## src/hw/cdf_map.vh

```
// Constants for the CLTU decoder and frame parser
`ifndef CDF_MAP_VH
`define CDF_MAP_VH
`define CDF_ST_INACTIVE 2'h0
`define CDF_ST_SEARCH 2'h1
`define CDF_ST_DECODE 2'h2
`define CDF_START_SEQ 16'heb90
`define CDF_MAX_CB 6'h25
`define CDF_CB_BITS 7'h40
`define CDF_INFO_OCTETS 3'h7
`define CDF_HDR_OCTETS 8'h05
`define CDF_MAX_DATA 8'hf9
`define CDF_CRC_PRESET 16'hffff
`define CDF_CRC_POLY 16'h1021
`define CDF_CRC_GOOD 16'h0000
`define CDF_FT_AD 2'h0
`define CDF_FT_ILL 2'h1
`define CDF_FT_BD 2'h2
`define CDF_FT_BC 2'h3
`define CDF_CMD_UNLOCK 8'h00
`define CDF_CMD_SETVR 8'h82
`define CDF_TMO_NS 983000000
`define CDF_CLK_NS 20
`endif

```

## src/hw/cdf_cltu_dec.v

```verilog
// CLTU decoder: channel sync, start search, codeblock decode and frame hand-off
`timescale 1ns/1ns
`default_nettype none
`include "cdf_map.vh"
module cdf_cltu_dec #(
  parameter TMO_CYC = `CDF_TMO_NS / `CDF_CLK_NS
) (
  // Clock and reset
  input wire clk,
  input wire rst_n,
  input wire ce,
  // Telecommand channel
  input wire tc_bit_lock,
  input wire tc_modulation,
  input wire tc_bit_clk,
  input wire tc_data,
  input wire tc_hi_prio_active,
  input wire prio_mode,
  // Expected header values
  input wire [23:0] exp_hdr,
  // Transfer layer stream
  output wire oct_valid,
  input wire oct_ready,
  output wire [7:0] oct_data,
  output wire oct_last_of_block,
  output reg frame_active_ff,
  output reg block_active_ff,
  output reg frame_end_ff,
  output reg frame_erase_ff,
  // Events and status
  output wire cltu_decoding_active,
  output reg cltu_error_event_ff,
  output reg cltu_abandoned_ff,
  output reg reject_event_ff,
  output reg activation_event_ff,
  output reg start_found_ff,
  // Frame results
  output wire [1:0] frame_type,
  output wire [7:0] frame_len,
  output wire [7:0] seq_num,
  output wire hdr_match,
  output wire seq_zero_ok,
  output wire is_unlock,
  output wire is_set_vr,
  output wire [7:0] set_vr_val,
  output wire crc_ok,
  output wire result_valid
);
  // ----------------------------------------
  // Synchronisers
  // ----------------------------------------
  reg [4:0] s1_ff;
  reg [4:0] s2_ff;
  reg clk_d_ff;
  always @(posedge clk) begin
    if (!rst_n) begin
      s1_ff <= 5'h00;
      s2_ff <= 5'h00;
      clk_d_ff <= 1'b0;
    end else if (ce) begin
      s1_ff <= {tc_bit_lock, tc_modulation, tc_bit_clk, tc_data, tc_hi_prio_active};
      s2_ff <= s1_ff;
      clk_d_ff <= s2_ff[2];
    end
  end
  wire lock_s = s2_ff[4];
  wire mod_s = s2_ff[3];
  wire data_s = s2_ff[1];
  wire hiprio_s = s2_ff[0] && prio_mode;
  wire bit_stb = s2_ff[2] && !clk_d_ff;
  wire chan_up = lock_s && mod_s;
  wire clk_edge = s2_ff[2] ^ clk_d_ff;

  // ----------------------------------------
  // Helpers
  // ----------------------------------------
  function [4:0] popc16;
    input [15:0] v;
    integer k;
    begin
      popc16 = 5'h00;
      for (k = 0; k < 16; k = k + 1) popc16 = popc16 + {4'h0, v[k]};
    end
  endfunction
  // Syndrome of g(x)=x^7+x^6+x^2+1 over 56 info bits; parity sent complemented
  function [6:0] bch_par;
    input [55:0] d;
    integer k;
    reg [6:0] r;
    begin
      r = 7'h00;
      for (k = 55; k >= 0; k = k - 1) begin
        if (r[6] ^ d[k]) r = {r[5:0], 1'b0} ^ 7'h45;
        else r = {r[5:0], 1'b0};
      end
      bch_par = ~r;
    end
  endfunction

  // ----------------------------------------
  // CLTU state machine
  // ----------------------------------------
  localparam [1:0] ST_INACTIVE = `CDF_ST_INACTIVE;
  localparam [1:0] ST_SEARCH = `CDF_ST_SEARCH;
  localparam [1:0] ST_DECODE = `CDF_ST_DECODE;
  reg [1:0] state_ff;
  reg [15:0] shreg_ff;
  reg invert_ff;
  reg [63:0] cb_ff;
  reg [6:0] bitcnt_ff;
  reg [5:0] cbcnt_ff;
  reg [31:0] tmo_ff;
  reg cb_done_ff;
  reg [63:0] blk_ff;
  reg [55:0] info_ff;
  reg [2:0] ocnt_ff;
  reg sending_ff;
  wire [15:0] nxt_sh = {shreg_ff[14:0], data_s};
  wire start_hit = (popc16(nxt_sh ^ `CDF_START_SEQ) <= 5'h01);
  wire start_inv = (popc16(~nxt_sh ^ `CDF_START_SEQ) <= 5'h01);
  wire [6:0] synd = bch_par(blk_ff[63:8]) ^ blk_ff[7:1];
  wire par_odd = ^synd;
  reg [55:0] corr_info;
  reg corr_hit;
  integer j;
  // Single-error search by trial; combinational cost traded for no lookup table
  always @* begin
    corr_info = blk_ff[63:8];
    corr_hit = 1'b0;
    for (j = 0; j < 56; j = j + 1) begin
      if (!corr_hit && bch_par(blk_ff[63:8] ^ ({55'h0, 1'b1} << j)) == blk_ff[7:1]) begin
        corr_info = blk_ff[63:8] ^ ({55'h0, 1'b1} << j);
        corr_hit = 1'b1;
      end
    end
  end
  wire single_par = (popc16({9'h000, synd ^ bch_par(blk_ff[63:8])}) != 5'h00) && !corr_hit && par_odd;
  wire cb_good = (synd == 7'h00);
  wire cb_corr = !cb_good && (corr_hit || single_par) && !blk_ff[0];
  wire cb_reject = !cb_good && !cb_corr;
  wire buf_in_ready;
  wire tmo = (tmo_ff == TMO_CYC);

  always @(posedge clk) begin
    if (!rst_n) begin
      state_ff <= ST_INACTIVE;
      shreg_ff <= 16'h0000;
      invert_ff <= 1'b0;
      cb_ff <= 64'h0;
      bitcnt_ff <= 7'h00;
      cbcnt_ff <= 6'h00;
      tmo_ff <= 32'h0;
      cb_done_ff <= 1'b0;
      blk_ff <= 64'h0;
      info_ff <= 56'h0;
      ocnt_ff <= 3'h0;
      sending_ff <= 1'b0;
      frame_active_ff <= 1'b0;
      block_active_ff <= 1'b0;
      frame_end_ff <= 1'b0;
      frame_erase_ff <= 1'b0;
      cltu_error_event_ff <= 1'b0;
      cltu_abandoned_ff <= 1'b0;
      reject_event_ff <= 1'b0;
      activation_event_ff <= 1'b0;
      start_found_ff <= 1'b0;
    end else if (ce) begin
      frame_end_ff <= 1'b0;
      frame_erase_ff <= 1'b0;
      cltu_error_event_ff <= 1'b0;
      cltu_abandoned_ff <= 1'b0;
      reject_event_ff <= 1'b0;
      activation_event_ff <= 1'b0;
      start_found_ff <= 1'b0;
      if (clk_edge || state_ff != ST_DECODE) tmo_ff <= 32'h0;
      else if (!tmo) tmo_ff <= tmo_ff + 32'h1;
      // Octet drain of the current block
      if (sending_ff && buf_in_ready) begin
        info_ff <= {info_ff[47:0], 8'h00};
        ocnt_ff <= ocnt_ff + 3'h1;
        if (ocnt_ff == 3'h6) begin
          sending_ff <= 1'b0;
          block_active_ff <= 1'b0;
        end
      end
      case (state_ff)
        ST_INACTIVE: begin
          if (chan_up) begin
            state_ff <= ST_SEARCH;
            activation_event_ff <= 1'b1;
          end
        end
        ST_SEARCH: begin
          if (!chan_up) state_ff <= ST_INACTIVE;
          else if (bit_stb) begin
            shreg_ff <= nxt_sh;
            if (start_hit || start_inv) begin
              state_ff <= ST_DECODE;
              invert_ff <= !start_hit;
              start_found_ff <= 1'b1;
              bitcnt_ff <= 7'h00;
              cbcnt_ff <= 6'h00;
              cb_done_ff <= 1'b0;
            end
          end
        end
        ST_DECODE: begin
          if (!chan_up) begin
            state_ff <= ST_INACTIVE;
            cltu_abandoned_ff <= 1'b1;
            frame_erase_ff <= frame_active_ff;
            frame_active_ff <= 1'b0;
            sending_ff <= 1'b0;
            block_active_ff <= 1'b0;
            cb_done_ff <= 1'b0;
          end else if (tmo || hiprio_s) begin
            state_ff <= ST_SEARCH;
            cltu_error_event_ff <= 1'b1;
            cltu_abandoned_ff <= 1'b1;
            frame_erase_ff <= frame_active_ff;
            frame_active_ff <= 1'b0;
            sending_ff <= 1'b0;
            block_active_ff <= 1'b0;
            cb_done_ff <= 1'b0;
            shreg_ff <= 16'h0000;
          end else begin
            // A finished block waits for the previous one to drain; if it still waits when the next block completes, blk_ff is overwritten and its octets are lost
            if (cb_done_ff && !sending_ff) begin
              cb_done_ff <= 1'b0;
              if (cb_reject) begin
                state_ff <= ST_SEARCH;
                reject_event_ff <= 1'b1;
                frame_end_ff <= frame_active_ff;
                cltu_abandoned_ff <= !frame_active_ff;
                frame_active_ff <= 1'b0;
                shreg_ff <= 16'h0000;
              end else if (cbcnt_ff == `CDF_MAX_CB) begin
                state_ff <= ST_SEARCH;
                cltu_error_event_ff <= 1'b1;
                cltu_abandoned_ff <= 1'b1;
                frame_erase_ff <= 1'b1;
                frame_active_ff <= 1'b0;
                shreg_ff <= 16'h0000;
              end else begin
                cbcnt_ff <= cbcnt_ff + 6'h01;
                info_ff <= cb_good ? blk_ff[63:8] : corr_info;
                ocnt_ff <= 3'h0;
                sending_ff <= 1'b1;
                block_active_ff <= 1'b1;
                frame_active_ff <= 1'b1;
              end
            end
            // Bits keep arriving while a decision waits; the finished block is held in its own register
            if (bit_stb) begin
              cb_ff <= {cb_ff[62:0], data_s ^ invert_ff};
              if (bitcnt_ff == `CDF_CB_BITS - 7'h01) begin
                bitcnt_ff <= 7'h00;
                cb_done_ff <= 1'b1;
                blk_ff <= {cb_ff[62:0], data_s ^ invert_ff};
              end else bitcnt_ff <= bitcnt_ff + 7'h01;
            end
          end
        end
        default: state_ff <= ST_INACTIVE;
      endcase
    end
  end
  assign cltu_decoding_active = (state_ff == ST_DECODE);

  // ----------------------------------------
  // Output buffer and frame checker
  // ----------------------------------------
  wire [8:0] buf_out;
  cdf_buf2 u_buf (
    .clk(clk),
    .rst_n(rst_n),
    .ce(ce),
    .in_valid(sending_ff),
    .in_ready(buf_in_ready),
    .in_data({ocnt_ff == 3'h6, info_ff[55:48]}),
    .out_valid(oct_valid),
    .out_ready(oct_ready),
    .out_data(buf_out)
  );
  assign oct_data = buf_out[7:0];
  assign oct_last_of_block = buf_out[8];
  cdf_frame_chk u_chk (
    .clk(clk),
    .rst_n(rst_n),
    .ce(ce),
    .frm_start(start_found_ff || frame_erase_ff),
    .oct_valid(oct_valid && oct_ready),
    .oct_data(oct_data),
    .frm_end(frame_end_ff),
    .exp_hdr(exp_hdr),
    .frame_type_ff(frame_type),
    .frame_len_ff(frame_len),
    .seq_num_ff(seq_num),
    .hdr_match_ff(hdr_match),
    .seq_zero_ok_ff(seq_zero_ok),
    .is_unlock_ff(is_unlock),
    .is_set_vr_ff(is_set_vr),
    .set_vr_val_ff(set_vr_val),
    .crc_ok_ff(crc_ok),
    .result_valid_ff(result_valid)
  );
endmodule // cdf_cltu_dec
`default_nettype wire

```

## src/hw/cdf_buf2.v

```verilog
// Two-entry buffer between the decoder and the transfer layer
`timescale 1ns/1ns
`default_nettype none
module cdf_buf2 (
  // Clock and reset
  input wire clk,
  input wire rst_n,
  input wire ce,
  // Fill side
  input wire in_valid,
  output wire in_ready,
  input wire [8:0] in_data,
  // Drain side
  output wire out_valid,
  input wire out_ready,
  output wire [8:0] out_data
);
  reg [8:0] mem_ff [0:1];
  reg wp_ff;
  reg rp_ff;
  reg [1:0] cnt_ff;
  wire push;
  wire pop;
  assign in_ready = (cnt_ff != 2'h2);
  assign out_valid = (cnt_ff != 2'h0);
  assign out_data = mem_ff[rp_ff];
  assign push = in_valid && in_ready;
  assign pop = out_valid && out_ready;
  always @(posedge clk) begin
    if (!rst_n) begin
      wp_ff <= 1'b0;
      rp_ff <= 1'b0;
      cnt_ff <= 2'h0;
      mem_ff[0] <= 9'h000;
      mem_ff[1] <= 9'h000;
    end else if (ce) begin
      if (push) begin
        mem_ff[wp_ff] <= in_data;
        wp_ff <= ~wp_ff;
      end
      if (pop) rp_ff <= ~rp_ff;
      cnt_ff <= cnt_ff + {1'b0, push} - {1'b0, pop};
    end
  end
endmodule // cdf_buf2
`default_nettype wire

```

## src/hw/cdf_frame_chk.v

```verilog
// Transfer frame header decode, command recognition and CRC check
`timescale 1ns/1ns
`default_nettype none
`include "cdf_map.vh"
module cdf_frame_chk (
  // Clock and reset
  input wire clk,
  input wire rst_n,
  input wire ce,
  // Octet stream
  input wire frm_start,
  input wire oct_valid,
  input wire [7:0] oct_data,
  input wire frm_end,
  // Expected header
  input wire [23:0] exp_hdr,
  // Results
  output reg [1:0] frame_type_ff,
  output reg [7:0] frame_len_ff,
  output reg [7:0] seq_num_ff,
  output reg hdr_match_ff,
  output reg seq_zero_ok_ff,
  output reg is_unlock_ff,
  output reg is_set_vr_ff,
  output reg [7:0] set_vr_val_ff,
  output reg crc_ok_ff,
  output reg result_valid_ff
);
  reg [15:0] crc_ff;
  reg [7:0] cnt_ff;
  reg [23:0] hdr_ff;
  reg [7:0] d0_ff;
  reg [7:0] d1_ff;
  reg [7:0] d2_ff;
  reg [15:0] nxt_crc;
  integer i;
  wire [7:0] data_len;
  wire [7:0] real_len;
  // CRC over every octet, msb first
  always @* begin
    nxt_crc = crc_ff;
    for (i = 7; i >= 0; i = i - 1) begin
      if (nxt_crc[15] ^ oct_data[i]) nxt_crc = {nxt_crc[14:0], 1'b0} ^ `CDF_CRC_POLY;
      else nxt_crc = {nxt_crc[14:0], 1'b0};
    end
  end
  // Data field is total octets less header and CRC: length field plus one, less seven
  assign data_len = frame_len_ff - 8'h06;
  assign real_len = cnt_ff - 8'h01;
  always @(posedge clk) begin
    if (!rst_n) begin
      crc_ff <= `CDF_CRC_PRESET;
      cnt_ff <= 8'h00;
      hdr_ff <= 24'h000000;
      d0_ff <= 8'h00;
      d1_ff <= 8'h00;
      d2_ff <= 8'h00;
      frame_type_ff <= `CDF_FT_AD;
      frame_len_ff <= 8'h00;
      seq_num_ff <= 8'h00;
      hdr_match_ff <= 1'b0;
      seq_zero_ok_ff <= 1'b0;
      is_unlock_ff <= 1'b0;
      is_set_vr_ff <= 1'b0;
      set_vr_val_ff <= 8'h00;
      crc_ok_ff <= 1'b0;
      result_valid_ff <= 1'b0;
    end else if (ce) begin
      result_valid_ff <= 1'b0;
      if (frm_start) begin
        crc_ff <= `CDF_CRC_PRESET;
        cnt_ff <= 8'h00;
      end else if (oct_valid) begin
        crc_ff <= nxt_crc;
        if (cnt_ff != 8'hff) cnt_ff <= cnt_ff + 8'h01;
        case (cnt_ff)
          8'h00: hdr_ff[23:16] <= oct_data;
          8'h01: hdr_ff[15:8] <= oct_data;
          8'h02: hdr_ff[7:0] <= oct_data;
          8'h03: frame_len_ff <= oct_data;
          8'h04: seq_num_ff <= oct_data;
          8'h05: d0_ff <= oct_data;
          8'h06: d1_ff <= oct_data;
          8'h07: d2_ff <= oct_data;
          default: ;
        endcase
      end
      if (frm_end) begin
        result_valid_ff <= 1'b1;
        frame_type_ff <= hdr_ff[21:20];
        // Flags masked out of the comparison; version and reserved fields expected 00
        hdr_match_ff <= ({hdr_ff[23:22], hdr_ff[19:0]} == {exp_hdr[23:22], exp_hdr[19:0]}) &&
          (hdr_ff[23:22] == 2'h0) && (hdr_ff[19:18] == 2'h0) && (hdr_ff[1:0] == 2'h0);
        seq_zero_ok_ff <= (hdr_ff[21:20] == `CDF_FT_AD) || (seq_num_ff == 8'h00);
        is_unlock_ff <= (hdr_ff[21:20] == `CDF_FT_BC) && (data_len == 8'h01) &&
          (d0_ff == `CDF_CMD_UNLOCK);
        is_set_vr_ff <= (hdr_ff[21:20] == `CDF_FT_BC) && (data_len == 8'h03) &&
          (d0_ff == `CDF_CMD_SETVR) && (d1_ff == 8'h00);
        set_vr_val_ff <= d2_ff;
        // Length consistency is judged here too: CRC is good only if octet count less one equals the length field
        crc_ok_ff <= (crc_ff == `CDF_CRC_GOOD) && (real_len == frame_len_ff);
      end
    end
  end
endmodule // cdf_frame_chk
`default_nettype wire

```

## config.mk

```make
export PLATFORM = sky130hd
export DESIGN_NAME = cdf_cltu_dec
export DESIGN_NICKNAME = d
export VERILOG_FILES = /design/src/hw/cdf_cltu_dec.v /design/src/hw/cdf_buf2.v /design/src/hw/cdf_frame_chk.v
export VERILOG_INCLUDE_DIRS = /design/src /design/src/hw
export SDC_FILE = /design/constraint.sdc
export NUM_CORES = 1
export LEC_CHECK = 0
export BUFFER_PORTS_ARGS = -buffer_cell sky130_fd_sc_hd__buf_2
export CAP_MARGIN = 0
export CORE_MARGIN = 1.5
export CORE_UTILIZATION = 55
export DETAILED_ROUTE_END_ITERATION = 10
export PLACE_DENSITY = 0.77
export SLEW_MARGIN = 10
export SYNTH_ARGS = -nofsm -noshare
export SYNTH_HDL_FRONTEND = slang
export SYNTH_SLANG_ARGS = --single-unit
```

## constraint.sdc

```tcl
create_clock -name clk -period 7.84 [get_ports clk]
set_input_delay 0.392 -clock clk [delete_from_list [all_inputs] [get_ports clk]]
set_output_delay 0.392 -clock clk [all_outputs]
set_load 0.005 [all_outputs]
```

==> results of run 1 <==
[worst max-delay path by stage]
stage | end | slack [ns]
2_1_floorplan | info_ff[52] | 2.28
3_3_place_gp | info_ff[15] | 1.31
3_5_place_dp | state_ff[1] | 1.06
4_1_cts | state_ff[1] | 0.99
5_1_grt | state_ff[1] | 0.49
6_report | state_ff[1] | 0.93
[worst reg2reg max path: cells and delay by family, from the launching register on]
| kind | cells | cell delay [ns] |
|---|---|---|
| AO/OA/AOI/OAI | 3 | 0.98 |
| flip-flops | 1 | 0.47 |
| AND/OR/NAND/NOR | 3 | 0.86 |
| multiplexers | 1 | 0.23 |
| adder cells (fa/ha/maj) | 1 | 0.38 |
| XOR/XNOR | 11 | 3.92 |
[stage by stage]
stage / instances / util
after floorplan: 2454 / -
after global placement: 2928 / 0.5801
after detailed placement: 2928 / 0.5801
after CTS: 3005 / 0.6172
after global routing: 3005 / 0.6172
final: 3005 / 0.6172
[layout make-up]
type | instances | share of cell area
flip-flops and latches | 398 | 0.3480
well taps | 511 | 0.02731
clock buffers | 64 | 0.05451
repair buffers | 106 | 0.02565
inverters | 91 | 0.01491
multi-input cells | 1822 | 0.5239
clock inverters | 13 | 0.005718
[kinds of logic after synthesis]
group | share of synthesized area
AO/OA/AOI/OAI | 0.1506
XOR/XNOR | 0.1693
adder cells (fa/ha/maj) | 0.04002
buffers and inverters | 0.04383
flip-flops | 0.3821
multiplexers | 0.02465
AND/OR/NAND/NOR | 0.1894
[placed cells by master, fill, tap and decap left out, types with 18 or more instances in the layout]
master     instances
xnor3_1           40
nand2_1          388
inv_1             89
nor4_1            24
clkbuf_16         44
fa_1              22
xor2_1            73
mux2i_1           42
ha_1              33
a211oi_1          71
xnor2_1          185
nand4_1           30
edfxtp_1          18
and2_1            23
buf_2             83
buf_4             22
o21ai_0           81
nand3_1           56
nor2_1           233
and3_1            18
a22oi_1           19
a211oi_2          34
nor3_1            64
a21oi_1          205
dfxtp_1          380
[routing by layer]
layer  track usage  share of wire
met2        0.4527           0.47
met4       0.09663          0.027
met1        0.3465           0.44
met5             0              0
met3       0.04839          0.065
[power by group]
| part | switching, uW | internal [uW] | total [uW] |
|---|---|---|---|
| sequential | 6.19 | 2050 | 2050 |
| combinational | 87.7 | 42.5 | 130 |
| clock | 827 | 1190 | 2020 |
[state kept, by name (all words and copies together) (netlist names), 15 cells and up, named ones only]
signal	flops
tmo_ff	32
shreg_ff	15
blk_ff	64
u_chk.crc_ff	16
cb_ff	63
u_chk.hdr_ff	24
u_buf.mem_ff	18
info_ff	56
==> results.json, run 1 <==
{
  "grt_pass1_wl_um": 85790,
  "cp.depth": 19,
  "r2r_slack_ns": 0.93,
  "worstPathCellList": "xor2_2, xnor3_1, xnor2_2, xnor3_1, xor2_1, xnor3_1, xnor2_1, xnor2_1, ha_1, xnor2_1, xnor2_1, xnor2_1, nand2_1, o2111ai_1, nor4bb_1, and4_1, o21ai_1, a21boi_0, mux2i_1",
  "start_util": 0.5621,
  "min_to": "s1_ff[4]",
  "drc": 0,
  "cts_resized": 0,
  "drive_above_1_share": 0.1030,
  "htree_levels": 2,
  "netlist_top_cells_count": "nand2_1 (389), dfxtp_1 (380), nor2_1 (234)",
  "hold_viol_final": 0,
  "fillCellCount": 3260,
  "post-synth-top-count-cell": "nand2_1",
  "ys_ff_latch": 398,
  "synthTopCellsByArea": "dfxtp_1 (36%), xnor2_1 (7.6%), nand2_1 (6.8%)",
  "worst_pin_slew_ns": 1.221,
  "synth.avg_cell_area_sq_um": 8.689,
  "power.leakage_uw": 0.008448,
  "synthToLayoutAreaGrowth_pct": 9.812,
  "netlist.area_leader.share": 0.3568,
  "grt_pass1_vias": 16522,
  "cts_sinks": 398,
  "grt_use_total": 0.2690,
  "r2r_cells": 19,
  "final_cell_area_sq_um": 23410,
  "die_area_sq_um": 39960,
  "overflow": 0,
  "postRouteAntennaNets": 0,
  "period_minus_slack_ns": 6.910,
  "cts_max_path_buffers": 3,
  "peakVddDrop_mv": 0.1487,
  "ios": 86,
  "antenna_found_initial": 0,
  "synth_cell_types": 87,
  "chipWidth_um": 199.9,
  "setup_tns_ns": 0,
  "dr_total_vias": 17140,
  "critical_path.top_delay_family": "XOR/XNOR gates",
  "cp-startpoint": "blk_ff[43]",
  "hold_slack_ns": 0.05357,
  "worst-path-buf-inv": 0,
  "postCtsHoldBufs": 0,
  "vias_per_cell": 5.704,
  "crit_slowest_cell": "xnor3_1",
  "synthArstFlopShare": 0,
  "cts_tree": "yes",
  "drv_slew": 0,
  "synth_top_area_cell": "dfxtp_1",
  "synth_flop_cell": "dfxtp_1",
  "clk_pin_slew_worst_paths_ns": 0.06,
  "portBuffers": 83,
  "ys_warn_count": 0,
  "cp.required_ns": 8.33,
  "syn_nets": 2543,
  "min_path_cells": 3,
  "setup_viol": 0,
  "setup_ws_ns": 0.9295,
  "worstSetupPathType": "reg2reg",
  "skew_ns": 0.01945,
  "hold_start": "tc_bit_lock",
  "power_uw": 4202,
  "cp_max_fo": 16,
  "first_pass_iters": 6,
  "status": "finished, final reports clean",
  "cp-start-kind": "flop",
  "max_cap_violations": 0,
  "cts_root_buf": "clkbuf_16",
  "die_h_um": 199.9,
  "pre_cts_slack_ns": 1.057,
  "fmax_mhz": 144.7,
  "synth_edf_count": 18,
  "fp.coreArea_sq_um": 37930,
  "arrival_ns": 7.40,
  "worstSetupEndpointType": "flop",
  "syn_area_sq_um": 21320,
  "drtIter0Drc": 1301,
  "numCtsBuffers": 43,
  "wirelength_um": 53660,
  "post-cts-setup-buffers": 0,
  "hpwl_um": 37480,
  "regToRegStartpoint": "blk_ff[43]",
  "clk_latency_ns": 0.58,
  "multi_input_area_sq_um": 12270,
  "cp_common_cell": "xnor2_1",
  "relSlewSlack": 0.1772,
  "holdCritPathClass": "in2reg",
  "final-seq-area_sq_um": 8148,
  "wl_per_cell_um": 17.86,
  "r2r_end": "state_ff[1]",
  "diodes": 0,
  "num_rows": 71,
  "grt_max_degree": 168,
  "nets": 2551,
  "powerDensity_nw_per_um2": 179.5,
  "detailed_place.area_sq_um": 22000,
  "slowest_delay_ns": 0.63,
  "synth-seq-area-share": 0.3821,
  "post-route-period-util": 0.8814,
  "postSynthCellCount": 2454,
  "rsz0062_at_grt": "no",
  "place_congestion": 0.9404
}
Note: power is estimated with default switching activity, not from simulation.
==> run 2: changes to the inputs <==
BUFFER_PORTS_ARGS = -buffer_cell sky130_fd_sc_hd__buf_4   (was -buffer_cell sky130_fd_sc_hd__buf_2)
==> run 2 against run 1 <==
Net effect: global-route usage about the same; maximum frequency decreased by 1.9%; combinational power increased by 4%; flip-flop and latch count unchanged; clock skew decreased by 0.0024 ns; non-clock buffer count unchanged; cell count unchanged; die area unchanged; worst setup slack got worse by 0.13 ns; sequential power about the same; critical path type unchanged; critical endpoint is now info_ff[48]; highest routed layer unchanged.
==> results.json, run 2 (synthesis gave the netlist of run 1 again) <==
{
  "postCtsHoldBufs": 0,
  "dr_total_vias": 17301,
  "setup_viol": 0,
  "die_area_sq_um": 39960,
  "slowest_delay_ns": 0.81,
  "detailed_place.area_sq_um": 22200,
  "grt_max_degree": 181,
  "cts_root_buf": "clkbuf_16",
  "first_pass_iters": 5,
  "cts_resized": 0,
  "final_cell_area_sq_um": 23620,
  "regToRegStartpoint": "blk_ff[43]",
  "worst_pin_slew_ns": 1.023,
  "wl_per_cell_um": 17.79,
  "status": "finished, final reports clean",
  "antenna_found_initial": 0,
  "rsz0062_at_grt": "no",
  "worstPathCellList": "xor2_2, xnor3_1, xnor2_2, xnor3_1, xnor3_2, xnor3_2, xnor2_1, and2_1, a21oi_1, nand2b_1, o221ai_1, a21oi_1, and4_1, nor3b_4, buf_4, nor2_2, a221oi_1",
  "cp_max_fo": 20,
  "synthToLayoutAreaGrowth_pct": 10.80,
  "relSlewSlack": 0.3164,
  "max_cap_violations": 0,
  "vias_per_cell": 5.757,
  "grt_pass1_wl_um": 85700,
  "grt_pass1_vias": 16483,
  "largest_reg_flops": 64,
  "r2r_slack_ns": 0.80,
  "peakVddDrop_mv": 0.1540,
  "skew_ns": 0.01704,
  "drtIter0Drc": 1326,
  "hold_slack_ns": 0.06237,
  "hold_viol_final": 0,
  "post-cts-setup-buffers": 0,
  "grt_use_total": 0.2689,
  "place_congestion": 0.9437,
  "numCtsBuffers": 43,
  "cts_max_path_buffers": 3,
  "diodes": 0,
  "crit_slowest_cell": "xnor2_1",
  "postRouteAntennaNets": 0,
  "num_rows": 71,
  "mostFrequentLayoutCell": "nand2_1",
  "min_to": "s1_ff[3]",
  "die_h_um": 199.9,
  "start_util": 0.5621,
  "post-route-period-util": 0.8984,
  "most-common-layout-cells": "nand2_1 (388), dfxtp_1 (380), nor2_1 (233)",
  "power.leakage_uw": 0.008476,
  "clk_pin_slew_worst_paths_ns": 0.06,
  "hold_start": "tc_modulation",
  "power_uw": 4239,
  "portBuffers": 83,
  "setup_tns_ns": 0,
  "arrival_ns": 7.51,
  "r2r_end": "info_ff[48]",
  "clk_latency_ns": 0.58,
  "wirelength_um": 53470,
  "cp.required_ns": 8.31,
  "min_path_cells": 3,
  "worstSetupPathType": "reg2reg",
  "holdCritPathClass": "in2reg",
  "ios": 86,
  "drive_above_1_share": 0.1034,
  "htree_levels": 2,
  "cts_sinks": 398,
  "chipWidth_um": 199.9,
  "drv_slew": 0,
  "fp.coreArea_sq_um": 37930,
  "final_util": 0.6228,
  "worst-path-buf-inv": 1,
  "top_regs": "blk_ff (64), cb_ff (63), info_ff (56)",
  "hpwl_um": 37470,
  "top_register": "blk_ff",
  "r2r_cells": 17,
  "critical_path.top_delay_family": "XOR/XNOR gates",
  "cp-start-kind": "flop",
  "nets": 2551,
  "worstSetupEndpointType": "flop",
  "period_minus_slack_ns": 7.044,
  "drc": 0,
  "powerDensity_nw_per_um2": 179.5,
  "fmax_mhz": 142.0,
  "cts_tree": "yes",
  "overflow": 0
}
==> run 2: cell types whose count changed in the layout (fill, tap and decap cells not counted), sizes merged <==
cell,before,now
clkinv,11,9
bufinv,2,3
clkinvlp,0,2
inv,91,92
clkbuf,64,62
==> run 2: final cells by class <==
type                            instances  area [sq um]
Tap cell                              511         639.4
Clock buffer                           62          1247
Clock inverter                         15         177.7
Fill cell                            3206         14310
Sequential cell                       398          8148
Timing Repair Buffer                  106         795.8
Multi-Input combinational cell       1822         12270
Inverter                               91         349.1
==> run 2: power breakdown <==
group	internal (uW)	switching, uW	leakage, uW	total [uW]
clock	1210	842	0.000701	2050
combinational	47.4	87.4	0.00454	135
sequential	2050	6.28	0.00323	2050
total	3300	936	0.00848	4240
==> run 2: per-layer routing <==
metal / global-route usage / wire (um) / up-vias
met4: 0.09774 / 1387 / 0
li1: - / - / 8396
met1: 0.3482 / 23000 / 8246
met2: 0.4525 / 25500 / 554
met3: 0.04469 / 3580 / 105
met5: 0 / 0 / -
==> run 2: worst max path at each step <==
stage / from / to / slack [ns] / depth (start not counted)
2_1_floorplan: blk_ff[43] / info_ff[52] / 2.28 / 24
3_3_place_gp: blk_ff[43] / info_ff[2] / 1.06 / 17
3_5_place_dp: blk_ff[43] / info_ff[48] / 0.94 / 17
4_1_cts: blk_ff[43] / info_ff[48] / 0.86 / 17
5_1_grt: blk_ff[43] / info_ff[48] / 0.42 / 17
6_report: blk_ff[43] / info_ff[48] / 0.80 / 17
==> run 2: worst reg2reg max path: cells and delay by family, from the launching register on <==
kind | cells | cell delay, ns
xor gates and xnor gates | 7 | 3.34
and+or+nand+nor | 5 | 1.77
AOI/OAI and AO/OA | 4 | 0.98
DFF | 1 | 0.47
buffers and inverters | 1 | 0.38
==> run 2: per-stage QoR <==
stage	instances	worst slack [ns]
finish	3005	0.7965
floorplan	2454	2.275
detailed placement	2928	0.9443
CTS	3005	0.8635
global route	3005	0.4231
global placement	2928	1.055
==> run 3: changes to the inputs <==
CTS_BUF_LIST = sky130_fd_sc_hd__clkbuf_4 sky130_fd_sc_hd__clkbuf_8   (was not set)
PLACE_DENSITY = 0.75   (was 0.77)
==> run 3 against run 2 <==
Net effect: via count about the same; die area unchanged; clock power fell by 2%; power fell by 1.2%; hold slack worse by 0.0026 ns; design area grew 0.51%; global-route usage down 0.079 points; worst setup slack better by 0.36 ns; core utilization up 0.32 points.
==> results.json, run 3 (synthesis gave the netlist of run 1 again) <==
{
  "arrival_ns": 7.23,
  "rsz0062_at_grt": "no",
  "synthToLayoutAreaGrowth_pct": 11.37,
  "fp.coreArea_sq_um": 37930,
  "chipWidth_um": 199.9,
  "dr_total_vias": 17299,
  "postRouteAntennaNets": 0,
  "setup_ws_ns": 1.159,
  "power.leakage_uw": 0.008575,
  "holdCritPathClass": "in2reg",
  "post-route-period-util": 0.8521,
  "r2r_cells": 16,
  "setup_viol": 0,
  "most-common-layout-cells": "nand2_1 (388), dfxtp_1 (380), nor2_1 (233)",
  "max_cap_violations": 0,
  "nets": 2587,
  "antenna_found_initial": 0,
  "cp-startpoint": "blk_ff[56]",
  "diodes": 0,
  "cts_root_buf": "clkbuf_8",
  "critical_path.top_delay_family": "XOR/XNOR gates",
  "fillCellCount": 3158,
  "peakVddDrop_mv": 0.1619,
  "mostFrequentLayoutCell": "nand2_1",
  "skew_ns": 0.03803,
  "grt_max_degree": 166,
  "first_pass_iters": 5,
  "clk_pin_slew_worst_paths_ns": 0.07,
  "hold_slack_ns": 0.05981,
  "die_h_um": 199.9,
  "largest_reg_flops": 64,
  "detailed_place.area_sq_um": 22250,
  "htree_levels": 3,
  "hold_viol_final": 0,
  "grt_pass1_wl_um": 85230,
  "cp.depth": 16,
  "overflow": 0,
  "hold_start": "exp_hdr[19]",
  "cts_resized": 0,
  "relSlewSlack": 0.2294,
  "drtIter0Drc": 1283,
  "worstSetupPathType": "reg2reg",
  "cp_common_cell": "xnor3_1",
  "cts_sinks": 398,
  "worstSetupEndpointType": "flop",
  "worst-path-buf-inv": 1,
  "pre_cts_slack_ns": 1.230,
  "die_area_sq_um": 39960,
  "ios": 86,
  "cp.required_ns": 8.39,
  "grt_pass1_vias": 16343,
  "dp_cells": 2933,
  "period_minus_slack_ns": 6.681,
  "status": "finished, final reports clean",
  "final_cell_area_sq_um": 23750,
  "cp-start-kind": "flop",
  "cts_max_path_buffers": 3,
  "worstPathCellList": "xnor3_1, xnor2_4, xor3_2, xnor3_1, xnor3_1, xor2_1, xnor3_1, nor3_1, o21ai_0, o2111ai_1, nor4bb_1, and4_1, nor3b_4, buf_4, mux2_2, nor2_1",
  "place_congestion": 0.9337,
  "fmax_mhz": 149.7,
  "stdcell_count": 3057,
  "drv_slew": 0,
  "cp_max_fo": 13,
  "min_path_cells": 4,
  "portBuffers": 83,
  "cts_tree": "yes",
  "setup_tns_ns": 0,
  "num_rows": 71,
  "top_register": "blk_ff",
  "start_util": 0.5621,
  "clk_latency_ns": 0.64,
  "numCtsBuffers": 69,
  "crit_slowest_cell": "xnor3_1",
  "worst_pin_slew_ns": 1.144,
  "top_regs": "blk_ff (64), cb_ff (63), info_ff (56)",
  "wirelength_um": 53060,
  "vias_per_cell": 5.659,
  "hpwl_um": 37120,
  "regToRegStartpoint": "blk_ff[56]",
  "powerDensity_nw_per_um2": 176.4,
  "drive_above_1_share": 0.1225,
  "grt_use_total": 0.2681,
  "slowest_delay_ns": 0.63,
  "wl_per_cell_um": 17.36,
  "drc": 0
}
## run 3: cell types whose count changed in the layout (fill, tap and decap cells not counted), sizes merged
cell,previous run,this run
dlygate4sd3,0,5
inv,92,95
clkinvlp,2,5
bufinv,3,4
clkinv,9,11
clkbuf,62,95
buf,106,111
## run 3: per-stage QoR
step	total power (uW)	utilization
final	4189	0.6260
after detailed placement	2231	0.5865
after global routing	4339	0.6260
after CTS	4224	0.6260
after floorplan	2184	-
after global placement	2229	0.5865
## run 3: layout make-up
| class | count | area, sq um | area share |
|---|---|---|---|
| multi-input combinational | 1822 | 12270 | 0.5166 |
| clock buffer | 95 | 1195 | 0.05032 |
| inverter | 91 | 349.1 | 0.01470 |
| clock inverter | 24 | 251.5 | 0.01059 |
| timing repair buffer | 116 | 895.9 | 0.03773 |
| tap | 511 | 639.4 | 0.02693 |
| sequential | 398 | 8148 | 0.3431 |
## run 3: timing repair
action                    in CTS  in global routing
hold buffers                   5                  0
buffers inserted               0                  0
hold endpoints to repair       5                  0
## run 3: final timing paths
kind | slack (ns) | end
max | 1.16 | info_ff[2]
min reg2reg | 0.45 | u_chk.set_vr_val_ff[4]
max reg2reg | 1.16 | info_ff[2]
min | 0.06 | u_chk.hdr_match_ff
## run 3: layer usage
layer,global-route usage,vias up,part of all wire,wire length (um)
met5,0,-,0,0
met4,0.09329,0,0.021,1099
met3,0.05225,74,0.064,3407
met2,0.4381,495,0.47,24960
met1,0.3548,8235,0.44,23590
li1,-,8495,-,-
## run 3: worst min-delay path, cell delays in order
cell and delay (ns):
buf_4 0.08, nor4_1 0.04, nand4_1 0.08, a21oi_1 0.07
## run 3: report_power, final
group	total, uW	internal [uW]	switching [uW]
clock network	2000	1130	871
logic	136	49.1	86.9
registers	2050	2050	6.04
total	4190	3220	964
